$ cat src/core/cdc_pkg.sv
// Purpose: Shared constants and types for the cached DRAM bus controller.
// Assumes: 40 MHz clock, four banks of cached DRAM modules.
// Notes: Address decode limits and sequence states live here.
package cdc_pkg;
    localparam int ROW_W = 11;
    localparam int BANK_W = 2;
    localparam int LRR_W = ROW_W + BANK_W;
    localparam int NBANK = 4;
    localparam int MUX_W = 10;
    localparam int BURST_BITS = 2;
    localparam int COL_HI = 8;
    localparam int INIT_REF = 8;
    // Address field positions within a byte address (bits 2 and up used).
    localparam int COL_LSB = 2;
    localparam int ROW_LSB = 11;
    localparam int BANK_LSB = 22;
    localparam int TOP_BIT = 31;
    // Hole between 640K and 1M, expressed as address bits 19:16.
    localparam logic [3:0] HOLE_LO = 4'hA;
    localparam logic [7:0] MEM_TOP = 8'h00;
    localparam int REFRESH_PERIOD_NS = 15000;
    typedef enum logic [3:0] {
        CDC_IDLE, CDC_RD_S1, CDC_RD_S2, CDC_RD_S3, CDC_RD_S4, CDC_RD_S5,
        CDC_WR_S1, CDC_WR_S2, CDC_REF_S1, CDC_REF_S2, CDC_RST_REF
    } cdc_state_t;
endpackage

$ cat src/core/cdc_last_row.sv
// Purpose: Last-read row register and hit/miss comparator.
// Assumes: Loaded by the sequencer only on a read miss.
// Notes: Starts invalid so the first read after reset is a miss.
`timescale 1ns/100ps
module cdc_last_row
    import cdc_pkg::*;
(
    input wire logic clk,
    input wire logic rstn,
    input wire logic ce,
    input wire logic load,
    input wire logic [LRR_W-1:0] new_tag,
    output logic hit
);
    logic [LRR_W-1:0] last_read_row_reg;
    logic valid;

    // Holds the row and bank of the last miss; cleared by reset.
    always_ff @(posedge clk or negedge rstn) begin
        if (!rstn) begin
            last_read_row_reg <= '0;
            valid <= 1'b0;
        end else if (ce && load) begin
            last_read_row_reg <= new_tag;
            valid <= 1'b1;
        end
    end

    // Compare is combinational so the sequencer picks the branch at once.
    assign hit = valid && (last_read_row_reg == new_tag);
endmodule

$ cat src/core/cdc_ctrl.sv
// Purpose: Sequencer for a cached DRAM array behind a burst processor bus.
// Assumes: All inputs synchronous to clk; reset input rst is high active.
// Notes: One burst read, single write and refresh sequences.
//
// How it works
// - Separate row-enable and chip-select for each of four banks.
// - Refresh tick rising edge raises a refresh request.
// - Thirteen bit register keeps row and bank of last read.
// - Each read compares row and bank against it to pick hit or miss.
// - Row, column or burst address on two bank-pair buses, top bit per bank.
// - Burst steps two low bits in interleaved order; bits 2-8 stay column.
// - Respond only to memory below 16 Mbyte, excluding 640K to 1M.
// - During reset initialise, enable refresh, ignore bus requests.
// - During reset issue eight refresh cycles.
// - After reset release go idle and wait.
// - Start on strobe, hold acknowledge with valid address, or refresh.
// - Sequence chosen from write/read, ISA strobes and hit result.
// - Read hit: column, output enable, select, burst ack in rd_s2.
// - Claim local device and block chipset strobe during own cycles.
// - Burst continues rd_s3 to rd_s5 until burst_last_n low.
// - Read miss rd_s1: row address, read mode, select and row enable together.
// - Read miss rd_s2: column address, output enable, burst ack.
// - Write is one row-enable cycle; only enabled byte latches fire.
// - wr_s1: row address, write mode, select, row enable, single ack.
// - wr_s2: column, write enable, byte latches; all drop at end.
// - Refresh pending in idle goes to ref_s1 with refresh select.
// - Next event caught in ref_s2; hit to rd_s2, else idle wait.
// - Heavy controls split low/high; byte latches shared by all banks.
`timescale 1ns/100ps
module cdc_ctrl
    import cdc_pkg::*;
#(
    parameter int CLK_PERIOD_NS = 25
)(
    input wire logic clk,
    input wire logic rstn,
    input wire logic ce,
    input wire logic rst,
    input wire logic [31:2] addr,
    input wire logic mem_io,
    input wire logic write_read,
    input wire logic [3:0] byte_en_n,
    input wire logic addr_strobe_n,
    input wire logic burst_last_n,
    input wire logic hold_ack,
    input wire logic isa_mem_rd_n,
    input wire logic isa_mem_wr_n,
    input wire logic refresh_tick,
    input wire logic chipset_strobe_in_n,
    input wire logic chipset_cacheable_n,
    output logic chipset_strobe_n,
    output logic cacheable_n,
    output logic local_dev_claim_n,
    output logic burst_ack_n,
    output logic single_ack_n,
    output logic [MUX_W-1:0] mux_addr_low,
    output logic [MUX_W-1:0] mux_addr_high,
    output logic [NBANK-1:0] addr_top,
    output logic [NBANK-1:0] row_en_n,
    output logic [NBANK-1:0] chip_sel_n,
    output logic [3:0] col_latch_n,
    output logic [1:0] mem_write_read,
    output logic [1:0] refresh_sel_n,
    output logic [1:0] out_en_n,
    output logic [1:0] wr_en_n
);
    ////////////////////////////////////////////////////////////////////////
    cdc_state_t state;
    cdc_state_t next_state;
    logic tick_d;
    logic ref_pend;
    logic [3:0] init_cnt;
    logic hit;
    logic addr_ok;
    logic start;
    logic is_write;
    logic lrr_load;
    logic [1:0] burst_ofs;
    logic [LRR_W-1:0] tag;
    logic [BANK_W-1:0] bank;
    logic [BANK_W-1:0] cur_bank;
    logic [ROW_W-1:0] row_a;
    logic [ROW_W-1:0] col_a;
    logic [3:0] be_lat;
    logic [ROW_W-1:0] next_ma;
    logic [1:0] ma_sel;

    // The tick period is kept for reference; refresh is paced by the tick.
    localparam int REF_CYC = REFRESH_PERIOD_NS / CLK_PERIOD_NS;

    // Decode: memory, whole top byte zero, not in 640K..1M.
    // The top byte check keeps the array from aliasing above 16 Mbyte.
    assign addr_ok = mem_io && addr[TOP_BIT:BANK_LSB+BANK_W] == MEM_TOP
        && !(addr[19:16] >= HOLE_LO && addr[23:20] == 4'h0);
    assign bank = addr[BANK_LSB+1:BANK_LSB];
    assign row_a = addr[ROW_LSB+ROW_W-1:ROW_LSB];
    assign col_a = {2'b00, addr[ROW_LSB-1:COL_LSB]};
    assign tag = {bank, row_a};
    // ISA strobes override the processor write/read level when DMA owns it.
    assign is_write = hold_ack ? !isa_mem_wr_n : write_read;
    assign start = addr_ok && (!addr_strobe_n || (hold_ack &&
        (!isa_mem_rd_n || !isa_mem_wr_n)));
    assign lrr_load = (next_state == CDC_RD_S1) && (state != CDC_RD_S1);

    cdc_last_row u_lrr (
        .clk(clk),
        .rstn(rstn),
        .ce(ce),
        .load(lrr_load),
        .new_tag(tag),
        .hit(hit)
    );

    ////////////////////////////////////////////////////////////////////////
    // Refresh request: tick edge sets, starting ref_s1 clears; set wins.
    always_ff @(posedge clk or negedge rstn) begin
        if (!rstn) begin
            tick_d <= 1'b0;
            ref_pend <= 1'b0;
        end else if (ce) begin
            tick_d <= refresh_tick;
            if (refresh_tick && !tick_d)
                ref_pend <= 1'b1;
            else if (next_state == CDC_REF_S1 && state != CDC_REF_S1)
                ref_pend <= 1'b0;
        end
    end

    // Eight refresh cycles are counted while reset is high.
    always_ff @(posedge clk or negedge rstn) begin
        if (!rstn) begin
            init_cnt <= '0;
        end else if (ce) begin
            if (!rst)
                init_cnt <= '0;
            else if (state == CDC_REF_S2 && init_cnt != 4'(INIT_REF))
                init_cnt <= init_cnt + 4'h1;
        end
    end

    // Next-state logic.
    always_comb begin
        next_state = state;
        unique case (state)
            CDC_IDLE: begin
                if (rst && init_cnt != 4'(INIT_REF))
                    next_state = CDC_REF_S1;
                else if (rst)
                    next_state = CDC_IDLE;
                else if (ref_pend)
                    next_state = CDC_REF_S1;
                else if (start && is_write)
                    next_state = CDC_WR_S1;
                else if (start && hit)
                    next_state = CDC_RD_S2;
                else if (start)
                    next_state = CDC_RD_S1;
            end
            CDC_RD_S1: next_state = CDC_RD_S2;
            CDC_RD_S2, CDC_RD_S3, CDC_RD_S4: next_state = burst_last_n ?
                cdc_state_t'(state + 4'h1) : CDC_IDLE;
            CDC_RD_S5: next_state = CDC_IDLE;
            CDC_WR_S1: next_state = CDC_WR_S2;
            CDC_WR_S2: next_state = CDC_IDLE;
            CDC_REF_S1: next_state = CDC_REF_S2;
            CDC_REF_S2: begin
                if (!rst && start && !is_write && hit)
                    next_state = CDC_RD_S2;
                else
                    next_state = CDC_IDLE;
            end
            default: next_state = CDC_IDLE;
        endcase
    end

    // State register; reset release leaves it in idle.
    always_ff @(posedge clk or negedge rstn) begin
        if (!rstn)
            state <= CDC_IDLE;
        else if (ce)
            state <= next_state;
    end

    // Bank and byte enables are captured when a sequence starts.
    // The burst counter holds the word index, not an address, so every
    // start offset follows the interleaved order.
    always_ff @(posedge clk or negedge rstn) begin
        if (!rstn) begin
            cur_bank <= '0;
            be_lat <= 4'hF;
            burst_ofs <= '0;
        end else if (ce) begin
            if (state == CDC_IDLE || state == CDC_REF_S2) begin
                cur_bank <= bank;
                be_lat <= byte_en_n;
                burst_ofs <= '0;
            end else if (state == CDC_RD_S2 || state == CDC_RD_S3 ||
                state == CDC_RD_S4) begin
                burst_ofs <= burst_ofs + 2'h1;
            end
        end
    end

    ////////////////////////////////////////////////////////////////////////
    // Address mux: row in rd_s1/wr_s1, column otherwise, burst low bits.
    always_comb begin
        ma_sel = 2'b00;
        if (next_state == CDC_RD_S1 || next_state == CDC_WR_S1)
            ma_sel = 2'b01;
        else if (next_state == CDC_RD_S3 || next_state == CDC_RD_S4 ||
            next_state == CDC_RD_S5)
            ma_sel = 2'b10;
        unique case (ma_sel)
            2'b01: next_ma = row_a;
            2'b10: next_ma = {col_a[ROW_W-1:BURST_BITS],
                col_a[BURST_BITS-1:0] ^ (burst_ofs + 2'h1)};
            default: next_ma = col_a;
        endcase
    end

    // Registered DRAM control outputs, derived from the next state.
    always_ff @(posedge clk or negedge rstn) begin
        if (!rstn) begin
            mux_addr_low <= '0;
            mux_addr_high <= '0;
            addr_top <= '0;
            row_en_n <= '1;
            chip_sel_n <= '1;
            col_latch_n <= 4'hF;
            mem_write_read <= '0;
            refresh_sel_n <= 2'b11;
            out_en_n <= 2'b11;
            wr_en_n <= 2'b11;
            burst_ack_n <= 1'b1;
            single_ack_n <= 1'b1;
            local_dev_claim_n <= 1'b1;
        end else if (ce) begin
            mux_addr_low <= next_ma[MUX_W-1:0];
            mux_addr_high <= next_ma[MUX_W-1:0];
            addr_top <= {NBANK{next_ma[ROW_W-1]}};
            row_en_n <= '1;
            chip_sel_n <= '1;
            col_latch_n <= 4'hF;
            refresh_sel_n <= 2'b11;
            out_en_n <= 2'b11;
            wr_en_n <= 2'b11;
            burst_ack_n <= 1'b1;
            single_ack_n <= 1'b1;
            local_dev_claim_n <= (next_state == CDC_IDLE ||
                next_state == CDC_REF_S1 || next_state == CDC_REF_S2);
            mem_write_read <= {2{next_state == CDC_WR_S1 ||
                next_state == CDC_WR_S2}};
            unique case (next_state)
                CDC_RD_S1: begin
                    chip_sel_n[bank] <= 1'b0;
                    row_en_n[bank] <= 1'b0;
                end
                CDC_RD_S2, CDC_RD_S3, CDC_RD_S4, CDC_RD_S5: begin
                    chip_sel_n[state == CDC_IDLE || state == CDC_REF_S2 ?
                        bank : cur_bank] <= 1'b0;
                    out_en_n <= 2'b00;
                    burst_ack_n <= 1'b0;
                end
                CDC_WR_S1: begin
                    chip_sel_n[bank] <= 1'b0;
                    row_en_n[bank] <= 1'b0;
                    single_ack_n <= 1'b0;
                end
                CDC_WR_S2: begin
                    chip_sel_n[cur_bank] <= 1'b0;
                    row_en_n[cur_bank] <= 1'b0;
                    wr_en_n <= 2'b00;
                    col_latch_n <= be_lat;
                end
                CDC_REF_S1: refresh_sel_n <= 2'b00;
                CDC_REF_S2: row_en_n <= '0;
                default: ;
            endcase
        end
    end

    // Chipset strobe passes through except during our own cycles.
    assign chipset_strobe_n = chipset_strobe_in_n || !local_dev_claim_n
        || (start && !rst);
    assign cacheable_n = chipset_cacheable_n && !(addr_ok && !rst);
endmodule

$ cat config.mk
export PLATFORM = sky130hd
export DESIGN_NAME = cdc_ctrl
export DESIGN_NICKNAME = d
export VERILOG_FILES = /design/src/core/cdc_pkg.sv /design/src/core/cdc_last_row.sv /design/src/core/cdc_ctrl.sv
export SDC_FILE = /design/constraint.sdc
export NUM_CORES = 1
export LEC_CHECK = 0
export ABC_CLOCK_PERIOD_IN_PS = 2550
export BUFFER_PORTS_ARGS = -buffer_cell sky130_fd_sc_hd__buf_4
export CORE_ASPECT_RATIO = 0.8
export CORE_UTILIZATION = 48
export DETAILED_ROUTE_END_ITERATION = 7
export PLACE_DENSITY = 0.76
export SYNTH_ARGS = -nofsm -noshare
export SYNTH_HDL_FRONTEND = slang
export SYNTH_SLANG_ARGS = --single-unit
export TNS_END_PERCENT = 30
$ cat constraint.sdc
create_clock -name clk -period 2.55 [get_ports clk]
set_input_delay 0.1275 -clock clk [delete_from_list [all_inputs] [get_ports clk]]
set_output_delay 0.1275 -clock clk [all_outputs]
set_load 0.01 [all_outputs]
# Yosys cells after proc, flatten, opt, wreduce, memory -nomap -nowiden
# Cells that the tools add are included.
totals:
  output_inout_bits: 49
  inputBits: 48
  regBits: 65
  wordCells: 149
op_classes:
  order_cmp: 7
  bitwise: 4
  n_mux: 34
  reduce_logical: 57
  n_eq_ne: 23
  n_addsub: 3
op_table:
  columns: ["operator", "n"]
  rows:
  - ["$mux 4", 10]
  - ["$eq 4x3->1 const B", 6]
  - ["$pmux 4 s3", 2]
  - ["$pmux 4 s6", 1]
  - ["$logic_and 1x1->1", 22]
  - ["$pmux 11 s2", 1]
  - ["$mux 2", 9]
  - ["$eq 4x2->1 const B", 4]
  - ["$eq 4x4->1 const B", 4]
  - ["$eq 13x13->1", 1]
  - ["$logic_or 1x1->1", 13]
  - ["$logic_not 4->1", 3]
  - ["$not 4->4", 3]
  - ["$logic_not 1->1", 9]
  - ["$lt 2x3->1 const B", 3]
  - ["$add 4x1->4 const B", 2]
  - ["$eq 4x1->1 const B", 2]
  - ["$logic_not 8->1", 1]
  - ["$mux 1", 8]
  - ["$ne 4x4->1 const B", 2]
  - ["$reduce_and 2->1", 4]
  - ["$demux 1 s2", 3]
  - ["$ge 2x1->1 const B", 3]
  - ["$ge 4x4->1 const B", 1]
  - ["other kinds (10)", 11]

# Logic depth before layout (Yosys ltp)
depth:
  depth_word: 19
  depth_mapped: 12

# Cells and area by module
# A second synthesis with hierarchy kept.
unflattened:
  cells_unflattened: 362
  hier_area_um2: 3646.0
modules_own_cells:
  columns: ["module", "seq_area_each_um2", "area_each_um2", "cells_each", "instances"]
  rows:
  - ["cdc_ctrl", 1202.4, 2942.8, 314, 1]
  - ["cdc_last_row", 350.3, 703.2, 48, 1]

# Least setup slack after synthesis
# No wires, ideal clock.
synth_timing:
  path_kind: "register to register"
  start: "register state[1]"
  end: "register mux_addr_high[0]"
  setup_time_ps: 128
  setup_slack_ps: -108
  path_buffers: 1
  arrival_time_ps: 2530
  stages_incl_launch_ff: 12
  path_cell_list: "dfrtp_1 -> inv_1 -> ha_1 -> nand2b_1 -> or2_2 -> o31a_1 -> a211oi_4 -> or2_2 -> buf_2 -> mux2_2 -> a31oi_1 -> a31oi_1"
synth_via:
  elab_chain_len: 14
synth_lines:
  columns: ["item", "line_no", "rtl"]
  rows:
  - ["start: declaration", "cdc_ctrl.sv:68", "cdc_state_t state;"]
  - ["start signal: assignment", "cdc_ctrl.sv:181", "state <= next_state;"]
  - ["$mux 4", "cdc_ctrl.sv:156", "else if (start)"]
  - ["$mux 4", "cdc_ctrl.sv:154", "else if (start && hit)"]
  - ["$mux 4", "cdc_ctrl.sv:152", "else if (start && is_write)"]
  - ["$mux 4", "cdc_ctrl.sv:150", "else if (ref_pend)"]
  - ["$mux 4", "cdc_ctrl.sv:148", "else if (rst)"]
  - ["$mux 4", "cdc_ctrl.sv:146", "if (rst && init_cnt != 4'(INIT_REF))"]
  - ["$pmux 4 s6 *", "cdc_ctrl.sv:144", "unique case (state)"]
  - ["$eq 4x2->1 or $eq 4x3->1 (tied branches)", "cdc_ctrl.sv:210", "else if (next_state == CDC_RD_S3 || next_state == CDC_RD_S4 ||"]
  - ["$logic_or 1x1->1 (2 in series)", "cdc_ctrl.sv:210", null]
  - ["$mux 2", "cdc_ctrl.sv:210", null]
  - ["$mux 2 *", "cdc_ctrl.sv:208", "if (next_state == CDC_RD_S1 || next_state == CDC_WR_S1)"]
  - ["$eq 2x2->1 or $eq 2x1->1 (tied branches)", "cdc_ctrl.sv:213", "unique case (ma_sel)"]
  - ["$pmux 11 s2 *", "cdc_ctrl.sv:213", null]
  - ["end signal: assignment", "cdc_ctrl.sv:239", "mux_addr_high <= next_ma[MUX_W-1:0];"]
  - ["end: declaration", "cdc_ctrl.sv:57", "output logic [MUX_W-1:0] mux_addr_high,"]
# Every way passes the cells marked *; elsewhere a longest branch is shown, timed or not.
# A chain may end at the register's enable or synchronous reset.

# Final worst setup path
layout_timing:
  start: "register u_lrr.last_read_row_reg[3]"
  end: "register mux_addr_high[8]"
layout_via:
  elab_chain_len: 16
layout_lines:
  columns: ["item", "line_no", "rtl"]
  rows:
  - ["start: declaration", "cdc_last_row.sv:15", "logic [LRR_W-1:0] last_read_row_reg;"]
  - ["start signal: assignment", "cdc_last_row.sv:24", "last_read_row_reg <= new_tag;"]
  - ["$eq 13x13->1 *", "cdc_last_row.sv:30", "assign hit = valid && (last_read_row_reg == new_tag);"]
  - ["$logic_and 1x1->1 *", "cdc_last_row.sv:30", null]
  - ["$logic_and 1x1->1", "cdc_ctrl.sv:154", null]
  - ["$mux 4", "cdc_ctrl.sv:154", null]
  - ["$mux 4", "cdc_ctrl.sv:152", null]
  - ["$mux 4", "cdc_ctrl.sv:150", null]
  - ["$mux 4", "cdc_ctrl.sv:148", null]
  - ["$mux 4", "cdc_ctrl.sv:146", null]
  - ["$pmux 4 s6 *", "cdc_ctrl.sv:144", null]
  - ["$eq 4x2->1 or $eq 4x3->1 (tied branches)", "cdc_ctrl.sv:210", null]
  - ["$logic_or 1x1->1 (2 in series)", "cdc_ctrl.sv:210", null]
  - ["$mux 2", "cdc_ctrl.sv:210", null]
  - ["$mux 2 *", "cdc_ctrl.sv:208", null]
  - ["$eq 2x2->1 or $eq 2x1->1 (tied branches)", "cdc_ctrl.sv:213", null]
  - ["$pmux 11 s2 *", "cdc_ctrl.sv:213", null]
# Marked as above.

==> impl_metrics.csv <==
group,metric,value,unit
place,dp.cells,573,
floorplan,fp-row-count,28,
drt,wl_per_cell,18.2,um
outcome,violations,"setup timing",
drt,wl,11100,um
drt,via_count,3455,
place,port_buffers,96,
min_path,whs_path_depth,2,
power_and_ir_drop,max-vdd-ir-drop,0.568,mV
critical_path,cp_cell_sequence,"xnor2_1, nand4_1, or4_4, a211oi_4, buf_6, o21a_4, mux2_4, buf_6, nand3_2, a31oi_1",
synthesis,synth_area_leaders,"dfrtp_1, dfstp_2, buf_4",
critical_path,cp_max_fo,6,
clock_tree,clk_latency,0.36,ns
layout,largest_reg_flops,13,
power_and_ir_drop,power.density,1160,mW/mm^2
layout,fin_util,69.8,%
floorplan,die_area,0.00799,mm^2
synthesis,yosysSeqAreaShare,42.4,%
synthesis,ys_ff_latch,61,
drt,drt_first_pass_iters,5,
drt,drtIter0Drc,208,
layout,nets,553,
critical_path,worstRegToRegCells,10,
timing,finClkSkew,0.0116,ns
layout,design_area,0.00516,mm^2
grt,grtUsageTotal,26.2,%
power_and_ir_drop,intPower,3.59,mW
synthesis,synth_top_area_share,27.3,%
timing,relSlewSlack,37.2,%
grt,grt-ovfl-total,0,
critical_path,r2r_slack,-0.12,ns
critical_path,cpMostUsedCell,"buf_6",
layout,multi_input_area,0.00202,mm^2
floorplan,die-height,80.2,um
clock_tree,cts_buffer_depth,2,
timing,final-hold-violation-count,0,
critical_path,worst_ep_arrival_time,2.94,ns
synthesis,synth_top_area_cell,"dfrtp_1",
critical_path,cpPeakStageDelay,0.59,ns
critical_path,critPathTopFamily,"simple AND/OR/NAND/NOR gates",
critical_path,cp.required,2.81,ns
timing,fin_crit,2.67,ns
layout,layout-drive-gt1-share,50.8,%
timing,max_freq,374,MHz
synthesis,netlist_instances,372,
timing,slew_violations,0,
drt,postRouteAntennaNets,0,
synthesis,synth-edff-count,0,
clock_tree,cts_tree,"done",
synthesis,async_flop_share,100,%
grt,antenna_found_initial,0,
outcome,status,"complete, but fails checks",
critical_path,cp-start-kind,"flop",
grt,grt_max_degree,62,
job,drv_cap,0,
synthesis,synth_nets,426,
floorplan,fp.dieW,99.7,um
clock_tree,cts_sinks,61,
power_and_ir_drop,power_switching,2.37,mW
floorplan,core,0.00739,mm^2
critical_path,crit_start,"u_lrr.last_read_row_reg[3]$_DFFE_PN0P_",
place,place_area,0.00456,mm^2
power_and_ir_drop,share_comb_of_total_power,57.1,%
layout,num-fill-cells,545,
synthesis,ys.flop_type,"dfrtp_1",
timing,setup_viol,32,
grt,grt_first_pass_wirelength,16100,um
power_and_ir_drop,sequentialPowerShare,29.3,%
critical_path,rr_startpoint,"u_lrr.last_read_row_reg[3]$_DFFE_PN0P_",
clock_tree,path_clk_slew,0.08,ns
drt,viasPerCell,5.67,
min_path,hp-class,"in -> reg",
synthesis,synth_warnings,0,
critical_path,path_buf_inv,2,
power_and_ir_drop,sw_frac_of_total,39.8,%
timing,grt_setup_unrepaired,"true",
critical_path,r2r-end,"mux_addr_high[8]$_DFFE_PN0P_",
clock_tree,root_buffer,"clkbuf_8",
place,dp_hpwl,6870,um
critical_path,critPathKind,"reg -> reg",
synthesis,syn_area,0.00366,mm^2
floorplan,io_pins,97,
layout,diodes,0,
place,routabilityCongestion,0.866,
synthesis,synth.distinct_cells,59,
place,pre_cts_ws,-0.148,ns
power_and_ir_drop,leakagePower,2.23,nW
critical_path,critPathSlowestCell,"or4_4",
layout,fin_cells,609,
critical_path,cp-end-kind,"flop",
clock_tree,cts_htree_levels,3,
clock_tree,numCtsBuffers,9,
min_path,hold_start,"byte_en_n[3]",
floorplan,start_util,49.6,%
layout,ff_latch_area,0.00155,mm^2
synthesis,synth.avg_cell_area,9.85,um^2
layout,syn_to_final_growth,40.7,%
drt,drcViolationCount,0,
timing,worst_slack,-0.124,ns
timing,period_share,105,%
timing,tightest_slew,0.934,ns
power_and_ir_drop,pwr-share-clk,13.6,%
grt,grt_pass1_vias,3272,
min_path,whs_endpoint,"be_lat[3]$_DFFE_PN1P_",
[cell families (layout without fill, tap and decap cells)]
kind of cell               Yosys count  in the layout  share of synthesized area, %
xor gates and xnor gates            16             16                          4.03
buffers and inverters               50            182                          8.19
and+or+nand+nor                    116            116                          16.3
DFF                                 61             61                          42.4
adders and majority gates            6              6                          2.05
AOI/OAI and AO/OA                   96             96                          18.0
muxes                               27             27                          9.12
[power groups by stage]
stage                     Clock [mW]  Sequential (mW)  Combinational (mW)
after floorplan                    0             1.70                1.76
after global placement             0             1.70                2.71
after detailed placement           0             1.72                2.78
after CTS                      0.826             1.71                2.93
after global routing           0.861             1.78                3.64
final                          0.814             1.75                3.41
[worst max path at each step]
stage / cells after the start / to / slack [ns]
finish: 10 / mux_addr_high[8]$_DFFE_PN0P_ / -0.12
floorplan: 12 / u_lrr.last_read_row_reg[10]$_DFFE_PN0P_ / -0.008
global route: 10 / mux_addr_high[8]$_DFFE_PN0P_ / -0.20
global placement: 8 / chip_sel_n[3]$_DFFE_PN1P_ / -0.15
detailed placement: 8 / chip_sel_n[3]$_DFFE_PN1P_ / -0.15
CTS: 12 / row_en_n[1]$_DFFE_PN1P_ / 0.003
[cell type report]
cell class,instances,share of cell area (%)
clock buffers,10,2.67
clock inverters,6,0.873
inverters,11,0.801
multi-input cells,261,39.1
flip-flops and latches,61,30.1
well taps,105,2.55
repair buffers,155,23.8
[synthesized netlist by cell type (12+ instances only)]
| library cell | instances |
|---|---|
| a31oi_1 | 19 |
| xnor2_1 | 15 |
| dfrtp_1 | 40 |
| nor2_1 | 35 |
| a21oi_1 | 12 |
| dfstp_2 | 21 |
| mux2_2 | 12 |
| o21ai_0 | 27 |
| buf_4 | 18 |
| clkbuf_1 | 12 |
| nand3_1 | 14 |
| nand2_1 | 24 |
[through the flow]
| stage | total power, mW | hold WS, ns | TNS [ns] |
|---|---|---|---|
| 2_1_floorplan | 3.46 | -0.168 | -0.0767 |
| 6_report | 5.97 | 0.00646 | -2.38 |
| 4_1_cts | 5.47 | 0.00106 | 0 |
| 3_3_place_gp | 4.41 | 0.244 | -2.07 |
| 5_1_grt | 6.29 | 0.00150 | -5.43 |
| 3_5_place_dp | 4.50 | 0.257 | -2.42 |
[what timing repair did]
item	CTS	global route
pin swaps	11	26
setup endpoints to repair	39	39
gates cloned	0	1
hold endpoints to repair	43	0
hold buffers	4	0
setup buffers	8	9
resized for setup	14	44
[metal layers]
| metal | track usage, % | wire, um |
|---|---|---|
| met3 | 5.92 | 727 |
| met2 | 42.8 | 5310 |
| met1 | 35.1 | 4810 |
| met5 | 0 | 0 |
| met4 | 7.06 | 221 |
[placed cells by master, fill, tap and decap left out, drive strengths merged, types with 3 or more instances in the layout]
cell type    Yosys  final
a21oi           12     12
a31oi           19     19
buf             27    150
clkbuf          12     11
dfrtp           40     40
dfstp           21     21
dlygate4sd3      0      4
ha               6      6
inv             11     14
mux2            21     21
mux2i            6      6
nand2           24     24
nand2b           3      3
nand3           14     14
nand4            4      4
nor2            36     36
nor2b            4      4
nor3             9      9
nor4             5      5
o211ai           3      3
o21a             6      6
o21ai           27     27
o22a             5      5
o2bb2ai          3      3
o31a             3      3
or2              4      4
xnor2           16     16
No activity file was read; power rests on OpenSTA's default activity.
